==> config.mk <==
export PLATFORM = sky130hd
export DESIGN_NAME = lgcp_top
export DESIGN_NICKNAME = d
export VERILOG_FILES = /design/src/rtl/lgcp_pkg.sv /design/src/rtl/lgcp_top.sv
export SDC_FILE = /design/constraint.sdc
export NUM_CORES = 1
export LEC_CHECK = 0
export BUFFER_PORTS_ARGS = -buffer_cell sky130_fd_sc_hd__buf_2
export CAP_MARGIN = 20
export CORE_UTILIZATION = 30
export CTS_CLUSTER_SIZE = 28
export DETAILED_ROUTE_END_ITERATION = 16
export GPL_TIMING_DRIVEN = 0
export SYNTH_ARGS = -nofsm -noshare
export SYNTH_HDL_FRONTEND = slang
export SYNTH_SLANG_ARGS = --single-unit
==> constraint.sdc <==
create_clock -name core_clk_i -period 3.18 [get_ports core_clk_i]
set_clock_uncertainty 0.2 [all_clocks]
set_input_delay 0.318 -clock core_clk_i [delete_from_list [all_inputs] [get_ports core_clk_i]]
set_output_delay 0.318 -clock core_clk_i [all_outputs]
set_load 0.03 [all_outputs]
==> src/rtl/lgcp_pkg.sv <==
// constants for the line config and pulse segment 8 register bank
package lgcp_pkg;
  localparam int ADDR_W = 7;
  localparam int DATA_W = 8;
  localparam int NUM_CH = 4;
  localparam int AMP_W = 7;
  localparam int SEG_W = 3;
  localparam logic [ADDR_W-1:0] SEG8_CH0_OFS = 7'h0f;
  localparam logic [ADDR_W-1:0] SEG8_CH1_OFS = 7'h1f;
  localparam logic [ADDR_W-1:0] SEG8_CH2_OFS = 7'h2f;
  localparam logic [ADDR_W-1:0] SEG8_CH3_OFS = 7'h3f;
  localparam logic [ADDR_W-1:0] GLOBAL_CTRL_OFS = 7'h40;
  localparam logic [1:0] CH_FIELD_LSB = 2'h0;
  localparam logic [3:0] SEG8_LOW_NIBBLE = 4'hf;
  localparam logic [AMP_W-1:0] SEG8_RESET = 7'h00;
  localparam logic [DATA_W-1:0] GLOBAL_RESET = 8'h00;
  localparam int AMP_SIGN_BIT = 6;
  localparam int RAIL_BIT = 7;
  localparam int AUTO_ONES_BIT = 6;
  localparam int RX_EDGE_BIT = 5;
  localparam int TX_EDGE_BIT = 4;
  localparam int POL_BIT = 3;
  localparam int RSVD_BIT = 2;
  localparam int IRQ_EN_BIT = 1;
  localparam int SRST_BIT = 0;
  localparam logic [SEG_W-1:0] SEG8_INDEX = 3'h7;
  localparam int CLK_MHZ = 200;
  localparam int SRST_MIN_US = 10;
  localparam int SRST_CYC = SRST_MIN_US * CLK_MHZ;
  localparam int SRST_CNT_W = 12;
endpackage

==> src/rtl/lgcp_top.sv <==
// global line control and per-channel pulse segment 8 registers
//
// How it works
// - segment 8 amplitude is sign-magnitude, bit6 sign
// - eighth pulse segment driven with stored amplitude
// - four independent per-channel segment 8 registers
// - rail format bit: one single, zero dual
// - auto ones sent on receive signal loss
// - receive edge bit: one falling, zero rising
// - transmit edge bit: zero falling, one rising
// - polarity bit: zero active high, one low, except for auto ones
// - channel interrupts pass only when enable set
// - soft reset bit holds internal circuits reset
// - soft reset leaves host registers untouched
`timescale 1ns/100ps
module lgcp_top #(
  parameter int NCH = lgcp_pkg::NUM_CH
) (
  input wire logic core_clk_i,
  input wire logic rst_b_i,
  input wire logic host_cs_b_i,
  input wire logic host_wr_b_i,
  input wire logic host_rd_b_i,
  input wire logic [lgcp_pkg::ADDR_W-1:0] host_addr_i,
  input wire logic [lgcp_pkg::DATA_W-1:0] host_data_i,
  output logic [lgcp_pkg::DATA_W-1:0] host_data_o,
  output logic host_data_oe_o,
  input wire logic arb_mode_i,
  input wire logic seg_tick_i,
  output logic [NCH-1:0] seg8_sign_o,
  output logic [NCH*(lgcp_pkg::AMP_W-1)-1:0] seg8_mag_o,
  input wire logic [NCH-1:0] channel_transmit_clock_i,
  input wire logic [NCH-1:0] transmit_positive_data_i,
  input wire logic [NCH-1:0] transmit_negative_data_i,
  input wire logic [NCH-1:0] receive_signal_loss_i,
  output logic [NCH-1:0] tx_pos_o,
  output logic [NCH-1:0] tx_neg_o,
  input wire logic [NCH-1:0] rx_clk_i,
  input wire logic [NCH-1:0] rx_data_i,
  output logic [NCH-1:0] rx_data_o,
  input wire logic [NCH-1:0] chan_irq_req_i,
  output logic [NCH-1:0] chan_irq_o,
  output logic single_rail_o,
  output logic soft_reset_o,
  output logic soft_reset_long_o
);
  import lgcp_pkg::*;

  logic [AMP_W-1:0] seg_amp_reg [NCH];
  logic [DATA_W-1:0] glob_reg;
  logic [DATA_W-1:0] rdata_reg;
  logic [SEG_W-1:0] seg_cnt_reg;
  logic [SRST_CNT_W-1:0] srst_cnt_reg;
  logic wr_en;
  logic rd_en;
  logic int_rst;
  logic is_seg8;
  logic [1:0] ch_sel;

  assign wr_en = !host_cs_b_i && !host_wr_b_i;
  assign rd_en = !host_cs_b_i && !host_rd_b_i;
  assign is_seg8 = host_addr_i[3:0] == SEG8_LOW_NIBBLE &&
                   host_addr_i[ADDR_W-1] == 1'b0;
  assign ch_sel = host_addr_i[5:4];
  assign int_rst = glob_reg[SRST_BIT];
  assign host_data_oe_o = rd_en;
  assign host_data_o = rdata_reg;
  assign single_rail_o = glob_reg[RAIL_BIT];
  assign soft_reset_o = int_rst;

  // host registers only see the pin reset, never the soft one
  always_ff @(posedge core_clk_i or negedge rst_b_i) begin
    if (!rst_b_i) begin
      glob_reg <= GLOBAL_RESET;
    end else if (wr_en && host_addr_i == GLOBAL_CTRL_OFS) begin
      glob_reg <= host_data_i & ~(8'h01 << RSVD_BIT);
    end
  end

  genvar g;
  generate
    for (g = 0; g < NCH; g++) begin : g_ch
      logic tclk_q;
      logic rclk_q;
      logic tx_edge;
      logic rx_edge;
      logic ones_phase;
      logic auto_ones;

      // bit7 is not stored, so it reads zero and steers nothing
      always_ff @(posedge core_clk_i or negedge rst_b_i) begin
        if (!rst_b_i) begin
          seg_amp_reg[g] <= SEG8_RESET;
        end else if (wr_en && is_seg8 && ch_sel == 2'(g)) begin
          seg_amp_reg[g] <= host_data_i[AMP_W-1:0];
        end
      end

      // sign-magnitude kept as is; the analog driver uses it directly
      always_ff @(posedge core_clk_i or negedge rst_b_i) begin
        if (!rst_b_i) begin
          seg8_sign_o[g] <= 1'b0;
          seg8_mag_o[g*(AMP_W-1) +: AMP_W-1] <= '0;
        end else if (!int_rst && arb_mode_i && seg_cnt_reg == SEG8_INDEX) begin
          seg8_sign_o[g] <= seg_amp_reg[g][AMP_SIGN_BIT];
          seg8_mag_o[g*(AMP_W-1) +: AMP_W-1] <=
            seg_amp_reg[g][AMP_SIGN_BIT-1:0];
        end else begin
          seg8_sign_o[g] <= 1'b0;
          seg8_mag_o[g*(AMP_W-1) +: AMP_W-1] <= '0;
        end
      end

      assign tx_edge = glob_reg[TX_EDGE_BIT] ?
                       (channel_transmit_clock_i[g] && !tclk_q) :
                       (!channel_transmit_clock_i[g] && tclk_q);
      assign rx_edge = glob_reg[RX_EDGE_BIT] ?
                       (!rx_clk_i[g] && rclk_q) :
                       (rx_clk_i[g] && !rclk_q);
      assign auto_ones = glob_reg[AUTO_ONES_BIT] &&
                         receive_signal_loss_i[g];

      always_ff @(posedge core_clk_i or negedge rst_b_i) begin
        if (!rst_b_i) begin
          tclk_q <= 1'b0;
          rclk_q <= 1'b0;
        end else begin
          tclk_q <= channel_transmit_clock_i[g];
          rclk_q <= rx_clk_i[g];
        end
      end

      // in dual rail, all-ones must alternate rails to stay bipolar
      always_ff @(posedge core_clk_i or negedge rst_b_i) begin
        if (!rst_b_i) begin
          tx_pos_o[g] <= 1'b0;
          tx_neg_o[g] <= 1'b0;
          ones_phase <= 1'b0;
        end else if (int_rst) begin
          tx_pos_o[g] <= 1'b0;
          tx_neg_o[g] <= 1'b0;
          ones_phase <= 1'b0;
        end else if (tx_edge) begin
          if (auto_ones) begin
            tx_pos_o[g] <= single_rail_o || !ones_phase;
            tx_neg_o[g] <= !single_rail_o && ones_phase;
            ones_phase <= !ones_phase;
          end else begin
            tx_pos_o[g] <= transmit_positive_data_i[g] ^
                           glob_reg[POL_BIT];
            tx_neg_o[g] <= transmit_negative_data_i[g] ^ glob_reg[POL_BIT];
          end
        end
      end

      always_ff @(posedge core_clk_i or negedge rst_b_i) begin
        if (!rst_b_i) begin
          rx_data_o[g] <= 1'b0;
        end else if (int_rst) begin
          rx_data_o[g] <= 1'b0;
        end else if (rx_edge) begin
          rx_data_o[g] <= rx_data_i[g] ^ glob_reg[POL_BIT];
        end
      end

      always_ff @(posedge core_clk_i or negedge rst_b_i) begin
        if (!rst_b_i) begin
          chan_irq_o[g] <= 1'b0;
        end else begin
          chan_irq_o[g] <= chan_irq_req_i[g] && glob_reg[IRQ_EN_BIT] &&
                           !int_rst;
        end
      end
    end
  endgenerate

  // eight ticks make one master clock period
  always_ff @(posedge core_clk_i or negedge rst_b_i) begin
    if (!rst_b_i) begin
      seg_cnt_reg <= '0;
    end else if (int_rst || !arb_mode_i) begin
      seg_cnt_reg <= '0;
    end else if (seg_tick_i) begin
      seg_cnt_reg <= seg_cnt_reg + 3'h1;
    end
  end

  always_ff @(posedge core_clk_i or negedge rst_b_i) begin
    if (!rst_b_i) begin
      srst_cnt_reg <= '0;
      soft_reset_long_o <= 1'b0;
    end else if (!int_rst) begin
      srst_cnt_reg <= '0;
      soft_reset_long_o <= 1'b0;
    end else if (srst_cnt_reg < SRST_CNT_W'(SRST_CYC)) begin
      srst_cnt_reg <= srst_cnt_reg + 12'h001;
    end else begin
      soft_reset_long_o <= 1'b1;
    end
  end

  always_ff @(posedge core_clk_i or negedge rst_b_i) begin
    if (!rst_b_i) begin
      rdata_reg <= '0;
    end else if (rd_en) begin
      if (host_addr_i == GLOBAL_CTRL_OFS) begin
        rdata_reg <= glob_reg;
      end else if (is_seg8) begin
        rdata_reg <= {1'b0, seg_amp_reg[ch_sel]};
      end else begin
        rdata_reg <= '0;
      end
    end
  end
endmodule
; ---- Word-level counts from Yosys, hierarchy flattened
; Index checks and enable logic that the tools add are counted.
[word_totals]
register_bits = 115
inputBits = 50
elab_cells = 234
[op_classes]
n_addsub = 2
order_cmp = 2
eq_ne = 8
mux = 71
bitwise_logic = 14
n_reduce_logical = 92
[ops]
columns = operator, count
row1 = $mux 1, 58
row2 = $logic_and 1x1->1, 43
row3 = $logic_not 1->1, 26
row4 = $reduce_bool 2->1, 13
row5 = $mux 12, 2
row6 = $mux 6, 4
row7 = $mux 7, 3
row8 = $bmux 7 s2, 1
row9 = $add 12x1->12 const B, 1
row10 = $lt 12x11->1 const B, 1
row11 = $xor 1x1->1, 12
row12 = $mux 8, 1
row13 = $reduce_and 2->1, 4
row14 = $eq 7x7->1 const B, 1
row15 = $mux 3, 2
row16 = $logic_or 1x1->1, 5
row17 = $eq 2x2->1 const B, 2
row18 = $eq 4x4->1 const B, 1
row19 = $add 3x1->3 const B, 1
row20 = $eq 3x3->1 const B, 1
row21 = $ge 3x3->1 const B, 1
row22 = $not 2->3, 1
row23 = $eq 2x1->1 const B, 1
row24 = $logic_not 2->1, 1
row25 = 3 further kinds, 3

; ---- Logic depth before layout (Yosys ltp)
; Gate-level depths: netlist of the first run.
[depth]
depth_word = 6
mapped_depth = 6
ltp_nobuf = 5

; ---- Worst setup path after synthesis of the first run
; No wires, ideal clock.
[synth_timing]
path_kind = reg2reg
from = reg glob_reg[0]
to = reg seg8_mag_o[0] (netlist name)
setup_time_ns = 0.066
arrival_time_ns = 1.338
slack_ns = 1.576
stages_incl_launch_ff = 5
cell_sequence = dfrtp_1 > nand2b_1 > nor2_1 > clkbuf_1 > and2_1
[synth_via]
elab_chain_cells = 4
[synth_rtl]
columns = item, line_no
row1 = "start, declared", lgcp_top.sv:50  ; logic [DATA_W-1:0] glob_reg;
row2 = "start signal, assigned", lgcp_top.sv:76  ; glob_reg <= host_data_i & ~(8'h01 << RSVD_BIT);
row3 = $logic_not 1->1, -
row4 = $logic_and 1x1->1 (2 in series), lgcp_top.sv:104  ; end else if (!int_rst && arb_mode_i && seg_cnt_reg == SEG8_INDEX) begin
row5 = $mux 6, lgcp_top.sv:104
row6 = "end signal, assigned by index", lgcp_top.sv:106  ; seg8_mag_o[g*(AMP_W-1) +: AMP_W-1] <=
row7 = "end, declared", lgcp_top.sv:31  ; output logic [NCH*(lgcp_pkg::AMP_W-1)-1:0] seg8_mag_o,
; No other way between the ends.
; A chain may end at the register's enable or synchronous reset.

; ---- Final worst setup path of the first run
[layout_timing]
from = in host_rd_b_i
to = out host_data_oe_o
[layout_via]
elab_chain_cells = 2
[layout_rtl]
columns = item, line_no
row1 = "start, declared", lgcp_top.sv:23  ; input wire logic host_rd_b_i,
row2 = $logic_not 1->1, lgcp_top.sv:61  ; assign rd_en = !host_cs_b_i && !host_rd_b_i;
row3 = $logic_and 1x1->1, lgcp_top.sv:61
row4 = "end, declared", lgcp_top.sv:27  ; output logic host_data_oe_o,
; No other way between the ends.

==> metrics.md, run 1 <==
| Metric | Value |
|---|---|
| Status | `finished clean` |
| Main synth FF type | `dfrtp_1` |
| First-pass GRT wire length | `20460 um` |
| CTS sink cnt | `115` |
| Synthesized Nets | `roughly 450` |
| Die H | `between 100 and 150 um` |
| CTS Root Cell | `clkbuf_16` |
| Max rail drop VDD | `0.0003767 V` |
| WL final | `12400 um` |
| Dpl hpwl | `between 8000 and 9000 um` |
| Clock Tree Buf Depth | `2` |
| P&R area growth vs syn | `32.05%` |
| Final Cycle Share | `0.8329` |
| Critical path class | `input port to output port` |
| DR iter-0 viols | `between 150 and 200` |
| FILL cells | `about 1600` |
| RSZ-0062 raised after global routing | `no` |
| Largest net degree at the start of global routing | `90` |
| Port bufs | `around 110` |
| Synth Area per Inst | `about 13 um2` |
| Final setup fails | `0` |
| ANT nets after route | `0` |
| Final Cell Area | `~6800 um2` |
| N_diodes | `0` |
| PostCTS Resize Cnt | `0` |
| Die width | `~130 um` |
| Sequential area share after synthesis | `0.5628` |
| Final GP Congestion | `around 0.78` |
| Initial antenna violation count | `0` |
| Slowest cell on crit path | `dlygate4sd3_1` |
| CTS buffer count | `17` |
| Slew @ Worst Pin | `653.1 ps` |
| Mapped Area | `between 5000 and 6000 um2` |
| Die ar. | `about 18000 um2` |
| GR Util All Layers | `0.1537` |
| Worst-skew pair later-pin latency | `a little over 400 ps` |
| Max Fclk | `~380 MHz` |
| Layout Nets | `between 600 and 700` |
| Drt first pass iters | `4` |
| Hold slack | `23.33 ps` |
| CP Data Required Time | `roughly 2700 ps` |
| CTS tree | `done` |
| CP most frequent cell | `buf_2` |
| Cell with the most instances after synthesis | `dfrtp_1` |
| Cells after Synth | `400` |
| Area of the multi-input gates | `approximately 2100 um2` |
| Post-CTS Setup Bufs | `0` |
| Post-CTS Hold Buffers | `23` |
| Max reg flops | `28` |
| Worst setup EP type | `output port` |
| Pins over their slew limit | `0` |
| Setup TNS | `0 ps` |
| Critical Path AT | `between 2000 and 2500 ps` |
| DP Area | `5948 um2` |
| DR vias | `roughly 3600` |
| Grt ovf | `0` |
| I/O pins | `roughly 110` |
| Wirelength per Cell | `15.88 um` |
| Row cnt | `47` |
| Pwr dens | `around 570 nW/um2` |
| Crit path max fanout | `10` |
| Area share of the largest cell type after synthesis | `0.5628` |
| Slew HR | `0.5646` |
| Period minus WS final | `2649 ps` |
| Vias in the first global route | `3834` |
| Layout Cells excl Fill | `just under 800` |
| Hold Crit Class | `input port to register` |
| Yosys warns | `0` |
| Max H-tree Level | `4` |
| Finished Core Util | `0.4058` |
| Synth cell count leaders | `115 x dfrtp_1, 38 x and2_1, 28 x nand2_1` |
| Crit path launch type | `input port` |
| Core ar. | `about 17000 um2` |
| DRC viols | `0` |
| Number of max-cap violations | `0` |
| Fin. Hold Viols | `0` |
| Synth top area cells | `dfrtp_1 56%, and2_1 4.6%, mux2_1 4.4%, mux2_4 4.1%, xnor2_1 3.3%` |
| Clock slew at reported path FFs | `50 ps` |
| Biggest area consumer among synthesized cells | `dfrtp_1` |
| EDFF count, synth | `0` |
| Vias/cell | `between 4 and 5` |
| Placed insts | `726` |
| Crit-path cells | `dlygate4sd3_1, buf_2, nor2_1, clkbuf_1, buf_2` |
| Ys async rst share | `1.000` |
| FF+latch count, synth | `around 120` |
| Biggest cell delay along the critical path | `roughly 540 ps` |
| Leak | `~3.4 nW` |
| Sequential cell area | `2878 um2` |
| Starting Density | `0.3073` |
| Share of layout cells above drive strength 1 | `0.3226` |
| Distinct cells, synth | `~50` |
-- final timing paths --
kind                       cells past startpoint                       endpoint                          start  slack (ps)
max                                            5                 host_data_oe_o                    host_rd_b_i         530
min                                            3     host_data_o[2]$_DFFE_PN0P_                    host_cs_b_i          20
max reg2reg                                    6        seg8_mag_o[9]$_DFF_PN0_     seg_cnt_reg[0]$_DFFE_PN0P_        1240
min reg2reg                                    1  soft_reset_long_o$_DFFE_PN0P_  soft_reset_long_o$_DFFE_PN0P_         290
max in group asynchronous                      3     seg_amp_reg[3]$_DFFE_PN0P_                        rst_b_i        1910
min in group asynchronous                      2        chan_irq_o[3]$_DFF_PN0_                        rst_b_i         140
-- kinds of logic after synthesis --
kind of cell | Yosys count | synth area share
AO/OA/AOI/OAI | 52 | 0.07071
buffers and inverters | 19 | 0.01860
AND/OR/NAND/NOR | 141 | 0.1730
flip-flops | 115 | 0.5628
adder cells (fa/ha/maj) | 3 | 0.007341
XOR/XNOR | 22 | 0.03768
multiplexers | 48 | 0.1299
-- where the power goes --
part	leakage, nW	internal, mW	total [mW]	switching (mW)
combinational	1.57	0.158	0.394	0.236
clock	0.274	1.19	1.86	0.664
sequential	1.55	1.54	1.58	0.0462
-- worst max-delay path: cells and delay by family --
| kind | cells | cell delay, ps |
|---|---|---|
| simple gates | 1 | 410 |
| buf+inv | 4 | 1400 |
-- per-stage QoR --
| step | power, mW | setup WS [ps] |
|---|---|---|
| 2_1_floorplan | 1.816 | 1576 |
| 3_3_place_gp | 1.964 | 159.8 |
| 3_5_place_dp | 1.984 | 1113 |
| 4_1_cts | 3.871 | 592.8 |
| 5_1_grt | 3.993 | 463.9 |
| 6_report | 3.834 | 531.3 |
-- layout by cell type (no fill, tap or decap), types with 3 or more instances in the layout --
| cell | count |
|---|---|
| ha_1 | 3 |
| o211ai_1 | 3 |
| dfrtp_1 | 115 |
| mux4_2 | 7 |
| buf_2 | 108 |
| o21ai_1 | 6 |
| and4b_1 | 7 |
| or3b_1 | 8 |
| clkbuf_1 | 12 |
| mux2i_1 | 6 |
| mux2_4 | 14 |
| nand4_1 | 3 |
| a31oi_1 | 11 |
| a21oi_1 | 16 |
| mux2_1 | 20 |
| nor2_1 | 24 |
| nand3b_1 | 8 |
| xor2_1 | 3 |
| and2_1 | 38 |
| nand2_1 | 28 |
| buf_4 | 3 |
| dlygate4sd3_1 | 23 |
| nand3_1 | 8 |
| a21oi_2 | 4 |
| clkbuf_16 | 17 |
| nand2b_1 | 3 |
| xnor2_1 | 19 |
-- routing by layer --
metal,global-route usage,vias to the layer above,part of all wire
met5,0,-,0
met4,0.06641,0,0.014
met3,0.04444,16,0.046
met2,0.2336,92,0.47
met1,0.2038,1805,0.47
li1,-,1706,-
-- cell type report --
cell class | instances | share of cell area
flip-flops and latches | 115 | 0.4262
multi-input cells | 266 | 0.3170
repair buffers | 129 | 0.1169
clock inverters | 8 | 0.01519
inverters | 2 | 0.001112
plain buffers | 17 | 0.01297
well taps | 220 | 0.04076
clock buffers | 24 | 0.06985
(Power assumes the default switching activity.)
==> run 2, diff against run 1 <==
==> constraint.sdc (replaced) <==
create_clock -name core_clk_i -period 2.13 [get_ports core_clk_i]
set_clock_uncertainty 0.2 [all_clocks]
set_input_delay 0.213 -clock core_clk_i [delete_from_list [all_inputs] [get_ports core_clk_i]]
set_output_delay 0.213 -clock core_clk_i [all_outputs]
set_load 0.03 [all_outputs]
==> metrics.md, run 2 (synthesized netlist as in run 1, its figures left out) <==
| Metric | Value |
|---|---|
| Largest net degree at the start of global routing | `90` |
| Row cnt | `47` |
| CP most frequent cell | `ha_1` |
| Vias/cell | `~4.6` |
| Core ar. | `16640 um2` |
| First-pass GRT wire length | `between 20000 and 25000 um` |
| Commonest cells after routing, fill and taps aside | `115 x dfrtp_1, 108 x buf_2, 38 x and2_1` |
| Commonest non-fill, non-tap cell in the layout | `dfrtp_1` |
| WL final | `approximately 13000 um` |
| Die width | `around 130 um` |
| Crit path launch type | `register` |
| Max H-tree Level | `4` |
| GR Util All Layers | `0.1566` |
| Starting Density | `0.3073` |
| Worst setup EP type | `register` |
| Max reg flops | `28` |
| N_diodes | `0` |
| CTS tree | `done` |
| ANT nets after route | `0` |
| CTS sink cnt | `between 100 and 150` |
| GRT met1 Usage | `0.2057` |
| Post-CTS Setup Bufs | `0` |
| Critical path depth | `6` |
| Max rail drop VDD | `about 0.00056 V` |
| Status | `finished clean` |
| Slew HR | `0.5643` |
| Fin. Hold Viols | `0` |
| Die ar. | `17570 um2` |
| Vias in the first global route | `between 3000 and 4000` |
| Crit path max fanout | `10` |
| Pwr dens | `approximately 840 nW/um2` |
| WHS Path Cells | `5` |
| CP Data Required Time | `about 2300 ps` |
| Clock slew at reported path FFs | `approximately 50 ps` |
| Dpl hpwl | `between 8000 and 9000 um` |
| Drt first pass iters | `4` |
| Leak | `about 3.4 nW` |
| R2R cell count | `6` |
| Initial antenna violation count | `0` |
| Hold_sp | `rx_data_i[0]` |
| Final Cell Area | `between 6000 and 7000 um2` |
| Final Cycle Share | `0.8589` |
| Port bufs | `105` |
| Pins over their slew limit | `0` |
| Slowest cell on crit path | `clkbuf_1` |
| Wirelength per Cell | `between 15 and 20 um` |
| Met3 GRT Util | `0.05019` |
| FILL cells | `about 1600` |
| Share of layout cells above drive strength 1 | `0.3193` |
| I/O pins | `roughly 110` |
| Met2 usage | `0.2360` |
| CTS buffer count | `17` |
| Max Fclk | `546.6 MHz` |
| DRC viols | `0` |
| P&R area growth vs syn | `33.86%` |
| Critical Path AT | `approximately 2000 ps` |
| Grt ovf | `0` |
| Hold Crit Class | `input port to register` |
| Critical path class | `register to register` |
| FF-to-FF Start | `seg_cnt_reg[0]$_DFFE_PN0P_` |
| Crit-path cells | `ha_1, ha_1, inv_2, nor2_2, clkbuf_1, and2_1` |
| RSZ-0062 raised after global routing | `no` |
| CTS Root Cell | `clkbuf_16` |
| Slew @ Worst Pin | `roughly 650 ps` |
| Critical path's top delay family | `simple AND/OR/NAND/NOR gates` |
| Hold slack | `roughly 16 ps` |
| DR iter-0 viols | `approximately 190` |
| Layout Nets | `610` |
| CP startpoint | `seg_cnt_reg[0]$_DFFE_PN0P_` |
| DR vias | `roughly 3600` |
| Period minus WS final | `1829 ps` |
| Die H | `around 130 um` |
| Buf+Inv Stages, Crit Path | `2` |
| DP Area | `5948 um2` |
| Biggest cell delay along the critical path | `380 ps` |
| Final GP Congestion | `0.7763` |
| GR peak layer | `met2` |
| Number of max-cap violations | `0` |
| Clock Tree Buf Depth | `2` |
| Worst-skew pair later-pin latency | `410 ps` |
| Final setup fails | `0` |
-- run 2: cell count changes in the layout (fill, tap and decap cells not counted) --
cell	delta
nor2_2	+1
nor2_1	-1
dlygate4sd3_1	+9
-- run 2: cell type report --
class,instances,area (um2),share of cell area
clock inverters,8,102.6,0.01499
plain buffers,17,87.58,0.01279
well taps,220,275.3,0.04021
clock buffers,24,471.7,0.06891
inverters,2,7.507,0.001097
multi-input cells,266,2143,0.3131
repair buffers,138,879.6,0.1285
flip-flops and latches,115,2878,0.4204
-- run 2: tightest hold or removal path, cell delays in order --
cell and delay, ps:
buf_2 80, xnor2_1 50, a21oi_1 120, a31oi_1 50
nor2_1 70
-- run 2: metal layers --
layer | part of all wire | routed length (um)
met1 | 0.47 | 5932
met2 | 0.46 | 5737
met3 | 0.048 | 598
met4 | 0.020 | 252
met5 | 0 | 0
-- run 2: path summary, 6_finish.rpt --
| kind | to | slack, ps |
|---|---|---|
| max | seg8_mag_o[9]$_DFF_PN0_ | 300 |
| min | rx_data_o[0]$_DFFE_PN0P_ | 20 |
| max reg2reg | seg8_mag_o[9]$_DFF_PN0_ | 300 |
| min reg2reg | soft_reset_long_o$_DFFE_PN0P_ | 290 |
| max in group asynchronous | seg_amp_reg[3]$_DFFE_PN0P_ | 970 |
| min in group asynchronous | chan_irq_o[3]$_DFF_PN0_ | 40 |
-- run 2: repair_timing --
item                                    CTS  global route
endpoints found under the setup margin    0            10
resized for setup                         0             1
hold buffers                             32             0
endpoints found under the hold margin   175             0
-- run 2: stage by stage --
step | util | power, mW | worst slack (ps) | TNS, ps | std cells
detailed placement | 0.3574 | 2.963 | 141.6 | 0 | 726
finish | 0.4113 | 5.731 | 300.6 | 0 | 790
global placement | 0.3554 | 2.933 | -785.2 | -89400 | 725
CTS | 0.4112 | 5.793 | 122.3 | 0 | 790
global route | 0.4113 | 5.984 | 109.7 | 0 | 790
floorplan | - | 2.711 | 526.1 | 0 | 400
-- run 2: report_power, final --
group | switching [mW] | total [mW] | internal (mW)
combinational | 0.355 | 0.602 | 0.247
sequential | 0.0685 | 2.36 | 2.29
clock | 0.985 | 2.77 | 1.78
==> run 3, diff against run 2 <==
--- a/config.mk
+++ b/config.mk
@@ -11,6 +11,7 @@
 export CTS_CLUSTER_SIZE = 28
 export DETAILED_ROUTE_END_ITERATION = 16
 export GPL_TIMING_DRIVEN = 0
+export PLACE_DENSITY_LB_ADDON = 0.15
 export SYNTH_ARGS = -nofsm -noshare
 export SYNTH_HDL_FRONTEND = slang
 export SYNTH_SLANG_ARGS = --single-unit
==> metrics.md, run 3 (synthesized netlist as in run 1, its figures left out) <==
| Metric | Value |
|---|---|
| Status | `finished clean` |
| Die width | `132.6 um` |
| Final Cell Area | `between 6000 and 7000 um2` |
| Vias in the first global route | `about 3800` |
| CTS tree | `done` |
| RSZ-0062 raised after global routing | `no` |
| P&R area growth vs syn | `35.16%` |
| Critical path's top delay family | `simple AND/OR/NAND/NOR gates` |
| Max Fclk | `537.5 MHz` |
| Commonest non-fill, non-tap cell in the layout | `dfrtp_1` |
| Row cnt | `47` |
| DRC viols | `0` |
| CTS buffer count | `17` |
| Crit path max fanout | `10` |
| Drt first pass iters | `4` |
| Initial antenna violation count | `0` |
| Die ar. | `17570 um2` |
| Die H | `about 130 um` |
| Largest net degree at the start of global routing | `83` |
| Hold slack | `between 20 and 25 ps` |
| Period minus WS final | `approximately 1900 ps` |
| Dpl hpwl | `slightly below 9000 um` |
| Critical Path AT | `approximately 2000 ps` |
| Buf+Inv Stages, Crit Path | `2` |
| Pins over their slew limit | `0` |
| Core ar. | `16640 um2` |
| DR vias | `about 3700` |
| Share of layout cells above drive strength 1 | `0.3269` |
| Final Cycle Share | `0.8734` |
| Critical path class | `register to register` |
| WL final | `about 12000 um` |
| Port bufs | `105` |
| Slew @ Worst Pin | `slightly above 600 ps` |
| Leak | `roughly 3.5 nW` |
| Max reg flops | `28` |
| Clock slew at reported path FFs | `around 50 ps` |
| Starting Density | `0.3073` |
| First-pass GRT wire length | `just over 20000 um` |
| Number of max-cap violations | `0` |
| Final setup fails | `0` |
| CP most frequent cell | `ha_1` |
| Max H-tree Level | `4` |
| Clock Tree Buf Depth | `2` |
| Hold Crit Class | `input port to register` |
| ANT nets after route | `0` |
| Pwr dens | `approximately 880 nW/um2` |
| Worst-skew pair later-pin latency | `410 ps` |
| Max rail drop VDD | `~0.00054 V` |
| Vias/cell | `roughly 4.6` |
| Slowest cell on crit path | `clkbuf_1` |
| Crit-path cells | `ha_1, ha_1, inv_2, nor2_2, clkbuf_1, and2_1` |
| Final GP Congestion | `0.7715` |
| I/O pins | `106` |
| Layout Nets | `~610` |
| DP Area | `slightly below 6000 um2` |
| CTS Root Cell | `clkbuf_16` |
| Wirelength per Cell | `15.62 um` |
| N_diodes | `0` |
| Crit path launch type | `register` |
| Worst setup EP type | `register` |
| Fin. Hold Viols | `0` |
| Slew HR | `0.5873` |
| Grt ovf | `0` |
| Biggest cell delay along the critical path | `about 400 ps` |
| Commonest cells after routing, fill and taps aside | `115 x dfrtp_1, 108 x buf_2, 38 x and2_1` |
| GR Util All Layers | `0.1519` |
| CTS sink cnt | `approximately 120` |
| DR iter-0 viols | `approximately 120` |
| CP Data Required Time | `2270 ps` |
| FILL cells | `1624` |
run 3: cell types whose count changed in the layout (fill, tap and decap cells not counted), sizes merged:
| cell | change |
|---|---|
| clkinvlp | +2 |
| bufinv | +3 |
| clkbuf | -5 |
| dlygate4sd3 | -1 |
run 3: what timing repair did:
action | CTS | global route
hold endpoints to repair | 178 | 0
gates resized for setup | 0 | 1
hold buffers | 31 | 0
setup buffers | 0 | 0
endpoints found under the setup margin | 0 | 13
run 3: path summary, 6_finish.rpt:
| kind | start | endpoint | slack [ps] | depth (start not counted) |
|---|---|---|---|---|
| worst max-delay path | seg_cnt_reg[0]$_DFFE_PN0P_ | seg8_mag_o[13]$_DFF_PN0_ | 270 | 6 |
| worst min-delay path | rx_data_i[0] | rx_data_o[0]$_DFFE_PN0P_ | 20 | 5 |
| worst max register to register | seg_cnt_reg[0]$_DFFE_PN0P_ | seg8_mag_o[13]$_DFF_PN0_ | 270 | 6 |
| worst min register to register | soft_reset_long_o$_DFFE_PN0P_ | soft_reset_long_o$_DFFE_PN0P_ | 290 | 1 |
| max in group asynchronous | rst_b_i | srst_cnt_reg[2]$_DFFE_PN0P_ | 950 | 3 |
| min in group asynchronous | rst_b_i | seg8_mag_o[8]$_DFF_PN0_ | 70 | 2 |
run 3: layout make-up:
type | count | area (um2) | share of cell area
buffer | 17 | 87.58 | 0.01267
multi-input combinational | 266 | 2143 | 0.3101
sequential | 115 | 2878 | 0.4164
inverter | 2 | 7.507 | 0.001086
tap | 220 | 275.3 | 0.03983
clock inverter | 13 | 207.7 | 0.03005
clock buffer | 19 | 442.9 | 0.06408
timing repair buffer | 137 | 869.6 | 0.1258
run 3: tightest hold or removal path, stage by stage:
cell and delay (ps):
buf_2 90, xnor2_1 60, a21oi_1 110, a31oi_1 50, nor2_1 70
run 3: routing by layer:
| metal | global-route usage | up-vias | wire [um] |
|---|---|---|---|
| met1 | 0.1964 | 1825 | 5703 |
| met5 | 0 | - | 0 |
| met3 | 0.04176 | 17 | 493 |
| li1 | - | 1732 | - |
| met2 | 0.2377 | 77 | 5882 |
| met4 | 0.06769 | 0 | 245 |
run 3: power breakdown:
part | total [mW] | switching [mW] | leakage, nW | internal, mW
clock network | 3.11 | 1.01 | 0.305 | 2.10
registers | 2.36 | 0.0678 | 1.55 | 2.29
logic | 0.596 | 0.351 | 1.61 | 0.245
run 3: metrics by stage:
stage / setup TNS (ps) / power, mW / utilization / worst slack [ps] / instances
CTS: 0 / 6.152 / 0.4152 / 96.38 / 789
detailed placement: 0 / 2.961 / 0.3574 / 115.2 / 726
finish: 0 / 6.066 / 0.4153 / 269.6 / 789
global placement: -92400 / 2.942 / 0.3554 / -814.7 / 725
global route: 0 / 6.315 / 0.4153 / 79.99 / 789
floorplan: 0 / 2.711 / - / 526.1 / 400
